<file path="src/hdlctx_regs.vh">
// Constants for the D-channel HDLC transmitter: register map, fields, timing.
// Assumes an 8-bit register port and a 200 MHz system clock.
//
// What this block does
// RULE_01 - Transmit FIFO is two 32-byte pools, drained alternately.
// RULE_02 - Software writes up to 32 bytes only into a ready pool.
// RULE_03 - Transparent frames are loaded whole, header octets included.
// RULE_04 - Info frames only in auto mode; block prepends header.
// RULE_05 - Two-byte address: first register high octet, second low.
// RULE_06 - Two-byte address: bit 1 of high octet marks command/response.
// RULE_07 - One-byte address: register choice marks command or response.
// RULE_08 - Control field from internal send and receive counters.
// RULE_09 - Auto mode sends supervisory frames; unnumbered go transparent.
// RULE_10 - Pool-ready each time the FIFO holds at most 32 bytes.
// RULE_11 - Software refills and reissues the command to continue.
// RULE_12 - Message end: block appends CRC and closing flag.
// RULE_13 - FIFO empty mid-frame: seven ones, underrun event.
// RULE_14 - Transmitter reset aborts the message, raises pool-ready.
// RULE_15 - One outstanding info frame, acked by matching sequence number.
// RULE_16 - No ack in timer period: poll with RR/RNR, up to retry limit.
// RULE_17 - Info frame ends in ready, repeat, or timeout plus ready.
// RULE_18 - Timer mode bit set before info frames in auto mode.
// RULE_19 - Transparent frames in every mode; completion gives pool-ready.
// RULE_20 - Stop before first pool released: resend once go returns.
// RULE_21 - Stop after first pool released: abort, raise repeat-request.
// RULE_22 - Line-terminal terminal mode puts stop/go on the aux pin.
// RULE_23 - Data goes onto the line only while stop/go reads go; code ignores stop/go while mode bits 3 and 4 are both clear.
// RULE_24 - Opening flag per frame; zero after five ones.
// RULE_25 - CRC-16 over address, control and information octets.
`ifndef HDLCTX_REGS_VH
`define HDLCTX_REGS_VH

// ----------------------------------------
// Register offsets
// ----------------------------------------
`define HDLCTX_A_FIFO 4'h0
`define HDLCTX_A_CMD 4'h1
`define HDLCTX_A_MODE 4'h2
`define HDLCTX_A_ADDR1 4'h3
`define HDLCTX_A_ADDR2 4'h4
`define HDLCTX_A_TIMER 4'h5
`define HDLCTX_A_STATUS 4'h6
`define HDLCTX_A_EVENT 4'h7
`define HDLCTX_A_SEQ 4'h8

// ----------------------------------------
// Command bits
// ----------------------------------------
`define HDLCTX_C_SEND 0
`define HDLCTX_C_INFO 1
`define HDLCTX_C_END 2
`define HDLCTX_C_TRST 3

// ----------------------------------------
// Mode bits and reset values
// ----------------------------------------
`define HDLCTX_M_AUTO 0
`define HDLCTX_M_ADDR2B 1
`define HDLCTX_M_TIMER 2
`define HDLCTX_M_IDLE_LO 3
`define HDLCTX_M_IDLE_HI 4
`define HDLCTX_M_AUX 5
`define HDLCTX_M_CRCMD 6
`define HDLCTX_M_RNR 7
`define HDLCTX_MODE_RST 8'h00
`define HDLCTX_ADDR_RST 8'h00
`define HDLCTX_TIMER_RST 8'h00

// ----------------------------------------
// Sizes and timing
// ----------------------------------------
`define HDLCTX_POOL_BYTES 7'h20
`define HDLCTX_FIFO_BYTES 7'h40
`define HDLCTX_CLK_PS 5000
`define HDLCTX_T1_UNIT_PS 1000000000
`define HDLCTX_FLAG 8'h7e
`define HDLCTX_ABORT 8'h7f
`define HDLCTX_CRC_INIT 16'hffff
`define HDLCTX_CRC_POLY 16'h8408

`endif

</file>
<file path="src/hdlctx_top.v">
// D-channel HDLC transmitter: FIFO, framer, sequence counters, ack supervision.
// Assumes pin inputs for tick and stop/go; receive hints on this clock.
//
// The placing of the registers and the plain strobed port were decided locally.
`timescale 1ns/1ps
`default_nettype none
`include "hdlctx_regs.vh"

module hdlctx_top #(
    parameter T1_UNIT_CYC = `HDLCTX_T1_UNIT_PS / `HDLCTX_CLK_PS
) (
    input wire i_clock,
    input wire i_sys_rst,
    input wire [3:0] i_addr,
    input wire [7:0] i_wr_data,
    input wire i_wr,
    input wire i_rd,
    output reg [7:0] o_rd_data,
    input wire i_bit_tick,
    input wire i_stop_go,
    input wire i_rx_ack,
    input wire [2:0] i_rx_nr,
    input wire i_rx_nak,
    input wire i_rx_iframe,
    input wire i_rx_poll,
    output reg o_tx_bit,
    output wire o_tx_active,
    output reg o_aux_test_pin,
    output wire o_fifo_writable_flag,
    output reg o_tx_pool_ready_irq,
    output reg o_tx_underrun_irq,
    output reg o_repeat_request_irq,
    output reg o_ack_timeout_irq
);

// ----------------------------------------
// States and frame kinds
// ----------------------------------------
localparam [3:0] S_IDLE = 4'h0;
localparam [3:0] S_OPEN = 4'h1;
localparam [3:0] S_ADDR1 = 4'h2;
localparam [3:0] S_ADDR2 = 4'h3;
localparam [3:0] S_CTRL = 4'h4;
localparam [3:0] S_DATA = 4'h5;
localparam [3:0] S_CRC1 = 4'h6;
localparam [3:0] S_CRC2 = 4'h7;
localparam [3:0] S_CLOSE = 4'h8;
localparam [3:0] S_ABORT = 4'h9;
localparam [3:0] S_WACK = 4'ha;
localparam [1:0] K_TRANSP = 2'h0;
localparam [1:0] K_INFO = 2'h1;
localparam [1:0] K_SUP = 2'h2;

function [15:0] crc_bit;
    input [15:0] c;
    input b;
    begin
        crc_bit = (c[0] ^ b) ? ((c >> 1) ^ `HDLCTX_CRC_POLY) : (c >> 1);
    end
endfunction

// ----------------------------------------
// Registers
// ----------------------------------------
reg [7:0] mode_ff, addr1_ff, addr2_ff, timer_ff, event_ff;
reg [7:0] fifo_mem [0:63];
reg [6:0] wr_ff, rd_ff, head_ff;
reg [3:0] st_ff;
reg [1:0] kind_ff;
reg resp_ff, released_ff, msg_end_ff, waiting_ff, resp_pend_ff;
reg [7:0] sh_ff;
reg [2:0] bitn_ff, last_ff, ones_ff;
reg stuff_ff, crcen_ff;
reg [15:0] crc_ff;
reg [2:0] vs_ff, vr_ff, tries_ff;
reg [31:0] pre_ff;
reg [4:0] units_ff;
reg tick_s1_ff, tick_s2_ff, tick_s3_ff, sg_s1_ff, sg_s2_ff, sg_prev_ff;

wire [6:0] held = wr_ff - head_ff;
wire [6:0] avail = wr_ff - rd_ff;
wire [6:0] sent = rd_ff - head_ff;
wire idle_on = mode_ff[`HDLCTX_M_IDLE_HI] | mode_ff[`HDLCTX_M_IDLE_LO];
wire stop = sg_s2_ff & idle_on;
wire tick = tick_s2_ff & ~tick_s3_ff;
wire in_frame = (st_ff != S_IDLE) && (st_ff != S_WACK);
wire is_cmd = ~resp_ff;
wire cr_bit = mode_ff[`HDLCTX_M_CRCMD] ^ resp_ff;
wire wr_cmd = i_wr && (i_addr == `HDLCTX_A_CMD);
wire cmd_send = wr_cmd & i_wr_data[`HDLCTX_C_SEND];
wire cmd_info = wr_cmd & i_wr_data[`HDLCTX_C_INFO]
    & mode_ff[`HDLCTX_M_AUTO] & mode_ff[`HDLCTX_M_TIMER]; // see RULE_04
wire cmd_end = wr_cmd & i_wr_data[`HDLCTX_C_END];
wire cmd_trst = wr_cmd & i_wr_data[`HDLCTX_C_TRST];
wire [4:0] t1_units = timer_ff[4:0];
wire [2:0] retry_limit = timer_ff[7:5];

assign o_tx_active = in_frame;
assign o_fifo_writable_flag = (held <= `HDLCTX_POOL_BYTES); // see RULE_02

// ----------------------------------------
// Header octets
// ----------------------------------------
wire [7:0] addr_hi = mode_ff[`HDLCTX_M_ADDR2B] ? {addr1_ff[7:2], cr_bit, addr1_ff[0]} // see RULE_05 see RULE_06
    : (is_cmd ? addr1_ff : addr2_ff); // see RULE_07
wire [7:0] ctrl = (kind_ff == K_SUP)
    ? {vr_ff, 1'b1, 1'b0, mode_ff[`HDLCTX_M_RNR], 2'b01} // see RULE_09 see RULE_16
    : {vr_ff, 1'b0, vs_ff, 1'b0}; // see RULE_08

// ----------------------------------------
// Next byte selection
// ----------------------------------------
reg [3:0] nxt_st;
reg [7:0] nxt_byte;
reg nxt_stuff, nxt_crcen, nxt_pop, ev_under, ev_done;
wire [15:0] crc_now = crcen_ff ? crc_bit(crc_ff, sh_ff[0]) : crc_ff;

always @* begin
    nxt_st = st_ff;
    nxt_byte = `HDLCTX_FLAG;
    nxt_stuff = 1'b1;
    nxt_crcen = 1'b1;
    nxt_pop = 1'b0;
    ev_under = 1'b0;
    ev_done = 1'b0;
    case (st_ff)
        S_OPEN: begin
            if (kind_ff != K_TRANSP) begin
                nxt_st = S_ADDR1;
                nxt_byte = addr_hi;
            end else begin
                nxt_st = S_DATA;
            end
        end
        S_ADDR1: begin
            nxt_st = mode_ff[`HDLCTX_M_ADDR2B] ? S_ADDR2 : S_CTRL;
            nxt_byte = mode_ff[`HDLCTX_M_ADDR2B] ? addr2_ff : ctrl;
        end
        S_ADDR2: begin
            nxt_st = S_CTRL;
            nxt_byte = ctrl;
        end
        S_CTRL: nxt_st = (kind_ff == K_SUP) ? S_CRC1 : S_DATA;
        S_DATA: nxt_st = S_DATA;
        S_CRC1: begin
            nxt_st = S_CRC2;
            nxt_byte = ~crc_now[15:8];
            nxt_crcen = 1'b0;
        end
        S_CRC2: begin
            nxt_st = S_CLOSE;
            nxt_stuff = 1'b0;
            nxt_crcen = 1'b0;
        end
        S_CLOSE: begin
            ev_done = 1'b1;
            nxt_st = (kind_ff == K_INFO || waiting_ff) ? S_WACK : S_IDLE;
        end
        default: nxt_st = S_IDLE;
    endcase
    if (nxt_st == S_DATA) begin
        if (avail != 7'h00) begin
            nxt_byte = fifo_mem[rd_ff[5:0]];
            nxt_pop = 1'b1;
        end else if (msg_end_ff) begin
            nxt_st = S_CRC1; // see RULE_12
            nxt_byte = ~crc_now[7:0];
            nxt_crcen = 1'b0;
        end else begin
            nxt_st = S_ABORT; // see RULE_13
            nxt_byte = `HDLCTX_ABORT;
            nxt_stuff = 1'b0;
            nxt_crcen = 1'b0;
            ev_under = 1'b1;
        end
    end
    if (nxt_st == S_CRC1 && st_ff == S_CTRL) begin
        nxt_byte = ~crc_now[7:0];
        nxt_crcen = 1'b0;
    end
end

// ----------------------------------------
// Register port
// ----------------------------------------
always @(posedge i_clock) begin
    if (i_sys_rst) begin
        mode_ff <= `HDLCTX_MODE_RST;
        addr1_ff <= `HDLCTX_ADDR_RST;
        addr2_ff <= `HDLCTX_ADDR_RST;
        timer_ff <= `HDLCTX_TIMER_RST;
        o_rd_data <= 8'h00;
    end else begin
        if (i_wr && i_addr == `HDLCTX_A_MODE) mode_ff <= i_wr_data;
        if (i_wr && i_addr == `HDLCTX_A_ADDR1) addr1_ff <= i_wr_data;
        if (i_wr && i_addr == `HDLCTX_A_ADDR2) addr2_ff <= i_wr_data;
        if (i_wr && i_addr == `HDLCTX_A_TIMER) timer_ff <= i_wr_data;
        o_rd_data <= 8'h00;
        if (i_rd) begin
            case (i_addr)
                `HDLCTX_A_MODE: o_rd_data <= mode_ff;
                `HDLCTX_A_ADDR1: o_rd_data <= addr1_ff;
                `HDLCTX_A_ADDR2: o_rd_data <= addr2_ff;
                `HDLCTX_A_TIMER: o_rd_data <= timer_ff;
                `HDLCTX_A_STATUS: o_rd_data <= {2'b00, tries_ff, sg_s2_ff, waiting_ff, o_fifo_writable_flag};
                `HDLCTX_A_EVENT: o_rd_data <= event_ff;
                `HDLCTX_A_SEQ: o_rd_data <= {2'b00, vr_ff, vs_ff};
                default: o_rd_data <= 8'h00;
            endcase
        end
    end
end

// ----------------------------------------
// Pin synchronisers and FIFO storage
// ----------------------------------------
always @(posedge i_clock) begin
    if (i_sys_rst) begin
        {tick_s1_ff, tick_s2_ff, tick_s3_ff} <= 3'h0;
        {sg_s1_ff, sg_s2_ff, sg_prev_ff} <= 3'h0;
        o_aux_test_pin <= 1'b0;
    end else begin
        tick_s1_ff <= i_bit_tick;
        tick_s2_ff <= tick_s1_ff;
        tick_s3_ff <= tick_s2_ff;
        sg_s1_ff <= i_stop_go;
        sg_s2_ff <= sg_s1_ff;
        sg_prev_ff <= sg_s2_ff;
        o_aux_test_pin <= mode_ff[`HDLCTX_M_AUX] & sg_s2_ff; // see RULE_22
    end
end

// Storage has no reset; pointers alone define content
always @(posedge i_clock) begin
    if (i_wr && i_addr == `HDLCTX_A_FIFO && held < `HDLCTX_FIFO_BYTES) fifo_mem[wr_ff[5:0]] <= i_wr_data; // see RULE_01
end

// ----------------------------------------
// Framer, sequencing and supervision
// ----------------------------------------
reg pr, du, mr, tout;
always @* begin
    pr = cmd_trst; // see RULE_14
    du = 1'b0;
    mr = 1'b0;
    tout = 1'b0;
    if (in_frame && kind_ff != K_SUP && sent >= `HDLCTX_POOL_BYTES) pr = 1'b1; // see RULE_10
    if (in_frame && tick && !stop && !(stuff_ff && ones_ff == 3'h5) && bitn_ff == last_ff) begin
        du = ev_under;
        if (ev_done && kind_ff == K_TRANSP) pr = 1'b1; // see RULE_19
    end
    if (in_frame && sg_s2_ff && !sg_prev_ff && idle_on && released_ff && kind_ff != K_SUP
        && st_ff != S_ABORT) mr = 1'b1; // see RULE_21
    if (st_ff == S_WACK && !in_frame) begin
        if (i_rx_ack && i_rx_nr == vs_ff + 3'h1) pr = 1'b1; // see RULE_17
        else if (i_rx_nak) mr = 1'b1;
        else if (pre_ff == 32'h0 && units_ff == t1_units && tries_ff == retry_limit) begin
            tout = 1'b1;
            pr = 1'b1;
        end
    end
end

always @(posedge i_clock) begin
    if (i_sys_rst) begin
        event_ff <= 8'h00;
        {o_tx_pool_ready_irq, o_tx_underrun_irq, o_repeat_request_irq, o_ack_timeout_irq} <= 4'h0;
    end else begin
        o_tx_pool_ready_irq <= pr;
        o_tx_underrun_irq <= du;
        o_repeat_request_irq <= mr;
        o_ack_timeout_irq <= tout;
        // Clear on read; set wins
        event_ff <= ((i_rd && i_addr == `HDLCTX_A_EVENT) ? 8'h00 : event_ff) | {4'h0, tout, mr, du, pr};
    end
end

task start_frame;
    input [1:0] k;
    begin
        st_ff <= S_OPEN; // see RULE_24
        kind_ff <= k;
        sh_ff <= `HDLCTX_FLAG;
        bitn_ff <= 3'h0;
        last_ff <= 3'h7;
        stuff_ff <= 1'b0;
        crcen_ff <= 1'b0;
        crc_ff <= `HDLCTX_CRC_INIT;
    end
endtask

task start_abort;
    begin
        st_ff <= S_ABORT;
        sh_ff <= `HDLCTX_ABORT;
        bitn_ff <= 3'h0;
        last_ff <= 3'h6;
        stuff_ff <= 1'b0;
        crcen_ff <= 1'b0;
    end
endtask

always @(posedge i_clock) begin
    if (i_sys_rst) begin
        st_ff <= S_IDLE;
        kind_ff <= K_TRANSP;
        {wr_ff, rd_ff, head_ff} <= 21'h0;
        {resp_ff, released_ff, msg_end_ff, waiting_ff, resp_pend_ff} <= 5'h0;
        sh_ff <= 8'hff;
        {bitn_ff, last_ff, ones_ff} <= 9'h0;
        {stuff_ff, crcen_ff} <= 2'h0;
        crc_ff <= `HDLCTX_CRC_INIT;
        {vs_ff, vr_ff, tries_ff} <= 9'h0;
        pre_ff <= 32'h0;
        units_ff <= 5'h0;
        o_tx_bit <= 1'b1;
    end else begin
        if (i_wr && i_addr == `HDLCTX_A_FIFO && held < `HDLCTX_FIFO_BYTES) wr_ff <= wr_ff + 7'h1;
        if (i_rx_iframe) vr_ff <= vr_ff + 3'h1;
        if (i_rx_poll) resp_pend_ff <= 1'b1;
        if ((cmd_send || cmd_info) && in_frame) msg_end_ff <= msg_end_ff | cmd_end; // see RULE_11
        if (in_frame && kind_ff != K_SUP && sent >= `HDLCTX_POOL_BYTES) begin
            head_ff <= head_ff + `HDLCTX_POOL_BYTES;
            released_ff <= 1'b1;
        end
        if (cmd_trst) begin
            head_ff <= wr_ff;
            rd_ff <= wr_ff;
            waiting_ff <= 1'b0;
            if (in_frame) begin
                start_abort;
            end else begin
                st_ff <= S_IDLE;
            end
        end else if (st_ff == S_IDLE) begin
            o_tx_bit <= 1'b1;
            released_ff <= 1'b0;
            if (cmd_send || cmd_info) begin
                start_frame(cmd_info ? K_INFO : K_TRANSP);
                resp_ff <= 1'b0;
                msg_end_ff <= cmd_end;
                head_ff <= rd_ff;
            end else if (resp_pend_ff && mode_ff[`HDLCTX_M_AUTO]) begin
                start_frame(K_SUP); // see RULE_09
                resp_ff <= 1'b1;
                resp_pend_ff <= 1'b0;
            end
        end else if (st_ff == S_WACK) begin
            o_tx_bit <= 1'b1;
            if (i_rx_ack && i_rx_nr == vs_ff + 3'h1) begin
                vs_ff <= vs_ff + 3'h1; // see RULE_15
                waiting_ff <= 1'b0;
                st_ff <= S_IDLE;
            end else if (i_rx_nak) begin
                waiting_ff <= 1'b0;
                st_ff <= S_IDLE;
            end else if (pre_ff == 32'h0 && units_ff == t1_units) begin
                units_ff <= 5'h0;
                if (tries_ff == retry_limit) begin
                    waiting_ff <= 1'b0;
                    st_ff <= S_IDLE;
                end else begin
                    tries_ff <= tries_ff + 3'h1; // see RULE_16
                    start_frame(K_SUP);
                    resp_ff <= 1'b0;
                end
            end else if (pre_ff == T1_UNIT_CYC - 1) begin
                pre_ff <= 32'h0;
                units_ff <= units_ff + 5'h1;
            end else begin
                pre_ff <= pre_ff + 32'h1;
            end
        end else if (sg_s2_ff && !sg_prev_ff && idle_on && kind_ff != K_SUP && st_ff != S_ABORT) begin
            o_tx_bit <= 1'b1; // see RULE_23
            if (!released_ff) begin
                rd_ff <= head_ff; // see RULE_20
                start_frame(kind_ff);
            end else begin
                start_abort;
            end
        end else if (stop) begin
            o_tx_bit <= 1'b1; // see RULE_23
        end else if (tick) begin
            if (stuff_ff && ones_ff == 3'h5) begin
                o_tx_bit <= 1'b0; // see RULE_24
                ones_ff <= 3'h0;
            end else begin
                o_tx_bit <= sh_ff[0];
                ones_ff <= (sh_ff[0] && stuff_ff) ? ones_ff + 3'h1 : 3'h0;
                if (crcen_ff) crc_ff <= crc_bit(crc_ff, sh_ff[0]); // see RULE_25
                sh_ff <= {1'b1, sh_ff[7:1]};
                if (bitn_ff != last_ff) begin
                    bitn_ff <= bitn_ff + 3'h1;
                end else begin
                    st_ff <= nxt_st;
                    sh_ff <= nxt_byte;
                    bitn_ff <= 3'h0;
                    last_ff <= (nxt_st == S_ABORT) ? 3'h6 : 3'h7;
                    stuff_ff <= nxt_stuff;
                    crcen_ff <= nxt_crcen;
                    if (nxt_pop) rd_ff <= rd_ff + 7'h1;
                    if (ev_done && kind_ff == K_INFO) begin
                        waiting_ff <= 1'b1;
                        tries_ff <= 3'h0;
                        pre_ff <= 32'h0;
                        units_ff <= 5'h0;
                    end
                    if (ev_done && kind_ff != K_SUP) head_ff <= rd_ff;
                    if (nxt_st == S_ABORT || (st_ff == S_ABORT)) head_ff <= rd_ff;
                end
            end
        end
    end
end

endmodule
`default_nettype wire

</file>
<file path="config.mk">
export PLATFORM = sky130hd
export DESIGN_NAME = hdlctx_top
export DESIGN_NICKNAME = d
export VERILOG_FILES = /design/src/hdlctx_top.v
export VERILOG_INCLUDE_DIRS = /design/src /design/src/src
export SDC_FILE = /design/constraint.sdc
export NUM_CORES = 1
export LEC_CHECK = 0
export ABC_AREA = 1
export ABC_CLOCK_PERIOD_IN_PS = 3260
export BUFFER_PORTS_ARGS = -buffer_cell sky130_fd_sc_hd__buf_2
export CAP_MARGIN = 20
export CORE_MARGIN = 4
export CORE_UTILIZATION = 55
export DETAILED_ROUTE_END_ITERATION = 16
export PLACE_DENSITY_LB_ADDON = 0.12
export SLEW_MARGIN = 20
export SYNTH_ARGS = -nofsm -noshare
export SYNTH_HDL_FRONTEND = slang
export SYNTH_SLANG_ARGS = --single-unit
</file>
<file path="constraint.sdc">
create_clock -name i_clock -period 3.26 [get_ports i_clock]
set_input_delay 0.652 -clock i_clock [delete_from_list [all_inputs] [get_ports i_clock]]
set_output_delay 0.652 -clock i_clock [all_outputs]
set_load 0.02 [all_outputs]
</file>
==> After elaboration in Yosys (flattened, before gate mapping) <==
Memory sizes are Yosys's and may differ from the RTL's. A register that Yosys moved wholly into a read port is not among the register bits.
Cells that the tools add are included.
{ "op_classes": {"n_eq_ne": 72, "n_bitwise": 24, "muxes": 255, "n_reduce_logical": 76, "add_sub_neg": 13, "magnitude_cmp": 3} }
{ "op_table": {"columns": ["cell", "count"], "rows": [
  ["$mux 32", 11],
  ["$mux 16", 15],
  ["$mux 8", 24],
  ["$mux 7", 22],
  ["$mux 3", 45],
  ["$mux 1", 93],
  ["$mux 4", 19],
  ["$mux 5", 12],
  ["$pmux 8 s7", 1],
  ["$eq 4x3->1 const B", 10],
  ["$logic_and 1x1->1", 37],
  ["$add 32x1->32 const B", 1],
  ["$eq 32x18->1 const B", 1],
  ["$logic_not 32->1", 1],
  ["$pmux 4 s8", 1],
  ["$pmux 8 s4", 1],
  ["$reduce_and 11->1", 2],
  ["$sub 7x7->7", 3],
  ["$eq 4x4->1 const B", 5],
  ["$ne 2x2->1 const B", 10],
  ["$reduce_and 10->1", 2],
  ["$mux 2", 9],
  ["$reduce_and 9->1", 2],
  ["$eq 4x2->1 const B", 4],
  ["50 further kinds", 112]
]} }
{ "word_totals": {"ff_bits": 173, "input_bits": 25, "wordCells": 484, "mem_count": 1, "output_inout_bits": 16, "mem_bits_rw": 512} }
{ "memory_table": {"columns": ["memory", "words", "width", "read_ports", "rd_ports_with_merged_regs", "wr", "line_no", "rtl"], "rows": [
  ["fifo_mem", 64, 8, 1, 1, 1, "hdlctx_top.v:66", "reg [7:0] fifo_mem [0:63];"]
]} }

==> Logic depth before layout (Yosys ltp) <==
{ "depth": {"word_depth": 17, "mapped_depth": 18, "mapped_depth_nobuf": 18} }

==> Worst setup path before layout <==
Ideal clock, no wire load.
{ "synth_timing": {"kind": "reg-to-reg", "startpoint": "reg wr_ff[0]", "endpoint": "mem fifo_mem[48][1] (enable)", "setup_time_ns": 0.370, "t_arrival_ns": 2.559, "t_required_ns": 2.890, "slack_ns": 0.331, "path_buffers": 0, "path_stages_with_launch": 17, "synth_period_minus_slack_ns": 2.929, "path_cell_list": "dfxtp_1 > inv_1 > ha_1 > o21bai_2 > a21oi_1 > inv_1 > nand2_1 > nand2_1 > nand2_1 > nand2_2 > nand2_1 > nand2_2 > xor2_4 > nand2_4 > nor2_4 > nand2_1 > nor2_1"} }
{ "synth_via": {"elab_chain_len": 5} }
{ "synth_rtl": {"columns": ["element", "line_no", "rtl"], "rows": [
  ["start: declaration", "hdlctx_top.v:67", "reg [6:0] wr_ff, rd_ff, head_ff;"],
  ["start signal: assignment", "hdlctx_top.v:318", "if (i_wr && i_addr == `HDLCTX_A_FIFO && held < `HDLCTX_FIFO_BYTES) wr_ff <= wr_ff + 7'h1;"],
  ["$sub 7x7->7", "hdlctx_top.v:80", "wire [6:0] held = wr_ff - head_ff;"],
  ["$lt 7x7->1 (no line)", null, null],
  ["$logic_and 1x1->1 (no line)", null, null],
  ["$mux 1", "hdlctx_top.v:235", "if (i_wr && i_addr == `HDLCTX_A_FIFO && held < `HDLCTX_FIFO_BYTES) fifo_mem[wr_ff[5:0]] <= i_wr_data;"],
  ["$mux 1 (not written as such)", "hdlctx_top.v:235", null],
  ["end: declaration", "hdlctx_top.v:66", null]
]} }
Several ways; a longest one is shown, not always the timed one.

==> Final worst setup path <==
{ "layout_timing": {"startpoint": "reg head_ff[2]", "endpoint": "out o_fifo_writable_flag"} }
{ "layout_via": {"elab_chain_len": 2} }
{ "layout_rtl": {"columns": ["element", "line_no", "rtl"], "rows": [
  ["start: declaration", "hdlctx_top.v:67", null],
  ["start signal: assignment", "hdlctx_top.v:323", "head_ff <= head_ff + `HDLCTX_POOL_BYTES;"],
  ["start signal: assignment", "hdlctx_top.v:327", "head_ff <= wr_ff;"],
  ["start signal: assignment", "hdlctx_top.v:342", "head_ff <= rd_ff;"],
  ["$sub 7x7->7", "hdlctx_top.v:80", null],
  ["$le 7x6->1 (no line)", null, null],
  ["end: declaration", "hdlctx_top.v:29", "output wire o_fifo_writable_flag,"]
]} }
Every way passes these cells.

==> impl_metrics.yaml <==
status:
  outcome: "finished clean"
floorplan:
  die_x_um: 245
  die_area_um2: 60100
  fp.coreArea_um2: 55400
  initial_core_util_pct: 55.9
  placementRows: 86
  die_h_um: 245
  ios: 41
cts:
  cts_buffers: 72
  h-tree-depth: 3
  cts-root-buf: "clkbuf_16"
  cts_hold_buf: 0
  clockBufferDepth: 3
  cts_tree: "done"
  path_clk_slew_ns: 0.06
  clk_latency_ns: 0.62
  clkSinkCount: 686
synth:
  synth_area_leader_cell: "edfxtp_1"
  syn-num-nets: 3330
  synthTopCellsByCount: "nand2_1, edfxtp_1, nand3_1"
  yosysTopAreaCellShare_pct: 49.7
  synth_edf_count: 512
  syn-cell-area_um2: 31000
  synthFlopType: "edfxtp_1"
  yosysMostFrequentCell: "nand2_1"
  ys_top_cells_by_area: "edfxtp_1, dfxtp_1, nand2_1"
  postSynthCellCount: 3276
  synth.avg_cell_area_um2: 9.45
  ys_async_sr_fraction_pct: 0
  yosysWarningCount: 0
  synth-seq-area-share_pct: 60.9
  ys_ff_latch: 686
  synth_cell_type_count: 53
sta:
  fin_crit_ns: 3.15
  rsz0062_at_grt: "no"
  holdWs_ns: 0.254
  worst_slack_ns: 0.108
  clock_skew_ns: 0.0263
  setup_violations: 0
  max_freq_mhz: 317
  slew_headroom_pct: 42.7
  fin_crit_sh_pct: 96.7
  timing.setup.tns_ns: 0
  final_hold_viol_count: 0
  slew_violations: 0
  worstMarginPinSlew_ns: 0.859
placed_design:
  port_buffers: 40
  pre_cts_ws_ns: 0.244
  dp.cells: 4044
  place_area_um2: 32700
  hpwl_um: 57000
  globalplace.congestion: 0.933
cells_and_area:
  layoutNonFillerInstCount: 4179
  post-route-util_pct: 63.4
  n_antenna_cell: 0
  final_cell_area_um2: 35100
  area_growth_pct: 13.5
  drive_gt1_share_pct: 10.7
  nets: 3429
  num-fill-cells: 4508
power:
  power.density_nw_per_um2: 580
  p_switching_mw: 5.05
  p_leak_nw: 13.2
  pwr-share-comb_pct: 12.0
  internal_power_mw: 15.3
  power_frac_clock_pct: 40.6
  power_mw: 20.4
  ir_drop_v: 0.000587
  seqPwrFrac_pct: 47.4
  swShare_pct: 24.8
detailed_routing:
  drtIter0Drc: 2636
  first_pass_iters: 8
  num_vias: 24361
  drcViolationCount: 0
  vias_per_cell: 5.83
  drtAntennaViolNets: 0
  routed_wirelength_um: 88500
  wl_per_cell_um: 21.2
worst_setup_path:
  critPathLaunchType: "flop"
  cp_slowest_stage_delay_ns: 0.34
  crit_required_ns: 2.61
  worstReg2RegStart: "head_ff[1]$_SDFFE_PP0P_"
  path_class: "flop to output port"
  crit_start: "head_ff[2]$_SDFFE_PP0P_"
  slowest_stage: "dfxtp_1"
  worstPathArrival_ns: 2.50
  end_kind: "output port"
  path_cells: "inv_1 -> ha_1 -> a21oi_2 -> inv_1 -> nand2_1 -> nand2_1 -> nand2_1 -> nand2_2 -> buf_4 -> xnor2_2 -> inv_1 -> nand2_2 -> and2_4 -> buf_6"
  crit_path_max_fanout: 3
grt:
  antenna_found_initial: 1
  grt_pass1_wl_um: 136000
  grt_max_degree: 170
  grt_usage_pct: 29.3
  overflow: 0
  grt_pass1_vias: 23678
job:
  drv_cap: 0
worst_hold_path:
  hold_class: "input pin to flop"
  hp-start: "i_stop_go"
sequential cells by signal (all words and copies together), names as in the netlist, 5 cells and up, named ones only:
register / cells
addr2_ff: 8
pre_ff: 32
addr1_ff: 8
head_ff: 7
sh_ff: 8
mode_ff: 8
wr_ff: 7
o_rd_data: 8
rd_ff: 7
units_ff: 5
crc_ff: 16
fifo_mem: 512
timer_ff: 8
critical path: cells and delay by family, from the launching register on:
family | cells | cell delay, ns
and+or+nand+nor | 6 | 0.53
buffers and inverters | 5 | 0.45
DFF | 1 | 0.34
adders and majority gates | 1 | 0.32
AOI/OAI and AO/OA | 1 | 0.15
xor gates and xnor gates | 1 | 0.12
cell families (layout without fill, tap and decap cells):
family | after synthesis | after routing | share of synthesized area [%]
flops | 686 | 686 | 60.9
fa+ha+maj | 29 | 29 | 1.17
xor+xnor | 49 | 49 | 1.45
compound gates | 396 | 396 | 7.17
simple gates | 1755 | 1755 | 24.7
buf+inv | 359 | 514 | 4.56
mux | 2 | 2 | 0.0647
metal layers:
metal,vias up,GRT usage (%),part of all wire [%],wire [µm]
li1,11447,-,-,-
met1,11642,38.9,41,36100
met2,1053,47.7,47,41700
met3,217,5.07,7.8,6900
met4,2,12.5,4.3,3800
met5,-,0,0.015,13
path summary, 6_finish.rpt:
path / slack, ns / to / cells past startpoint
hold reg to reg: 0.41 / tick_s2_ff$_SDFF_PP0_ / 2
setup reg to reg: 0.25 / fifo_mem[44][1]$_DFFE_PP_ / 20
setup / recovery: 0.11 / o_fifo_writable_flag / 14
hold / removal: 0.25 / sg_s1_ff$_SDFF_PP0_ / 3
cell usage in the layout (no fill, tap or decap), types with 25 or more instances in the layout:
| cell | Yosys | routed |
|---|---|---|
| a21oi_1 | 142 | 141 |
| nand3_1 | 449 | 449 |
| o21ai_0 | 159 | 159 |
| nand4_1 | 35 | 35 |
| edfxtp_1 | 512 | 512 |
| inv_1 | 186 | 184 |
| nor2_1 | 302 | 302 |
| buf_2 | 26 | 39 |
| clkbuf_16 | 0 | 76 |
| xor2_1 | 36 | 36 |
| buf_4 | 4 | 124 |
| nand2_1 | 845 | 843 |
| o22ai_1 | 25 | 25 |
| dfxtp_1 | 174 | 170 |
| ha_1 | 29 | 28 |
| nor3_1 | 52 | 52 |
power groups by stage:
stage,clock network (mW),registers (mW),logic (mW)
2_1_floorplan,0,9.80,1.45
3_3_place_gp,0,9.82,2.18
3_5_place_dp,0,9.82,2.21
4_1_cts,8.39,9.64,2.38
5_1_grt,8.77,9.65,2.67
6_report,8.28,9.65,2.45
timing repair:
action,in CTS,in global routing
endpoints found under the hold margin,0,0
buffers inserted,4,2
gates resized for setup,7,5
cloned,0,0
pin swaps,4,7
setup endpoints to repair,1,7
layout make-up:
cell class | instances | area, µm² | share of cell area (%)
clock buffer | 97 | 2010 | 5.72
clock inverter | 33 | 367 | 1.04
inverter | 204 | 772 | 2.20
multi-input combinational | 2231 | 10700 | 30.5
sequential | 686 | 18900 | 53.7
tap | 748 | 936 | 2.66
timing repair buffer | 180 | 1460 | 4.15
Note: power is estimated with default switching activity, not from simulation.
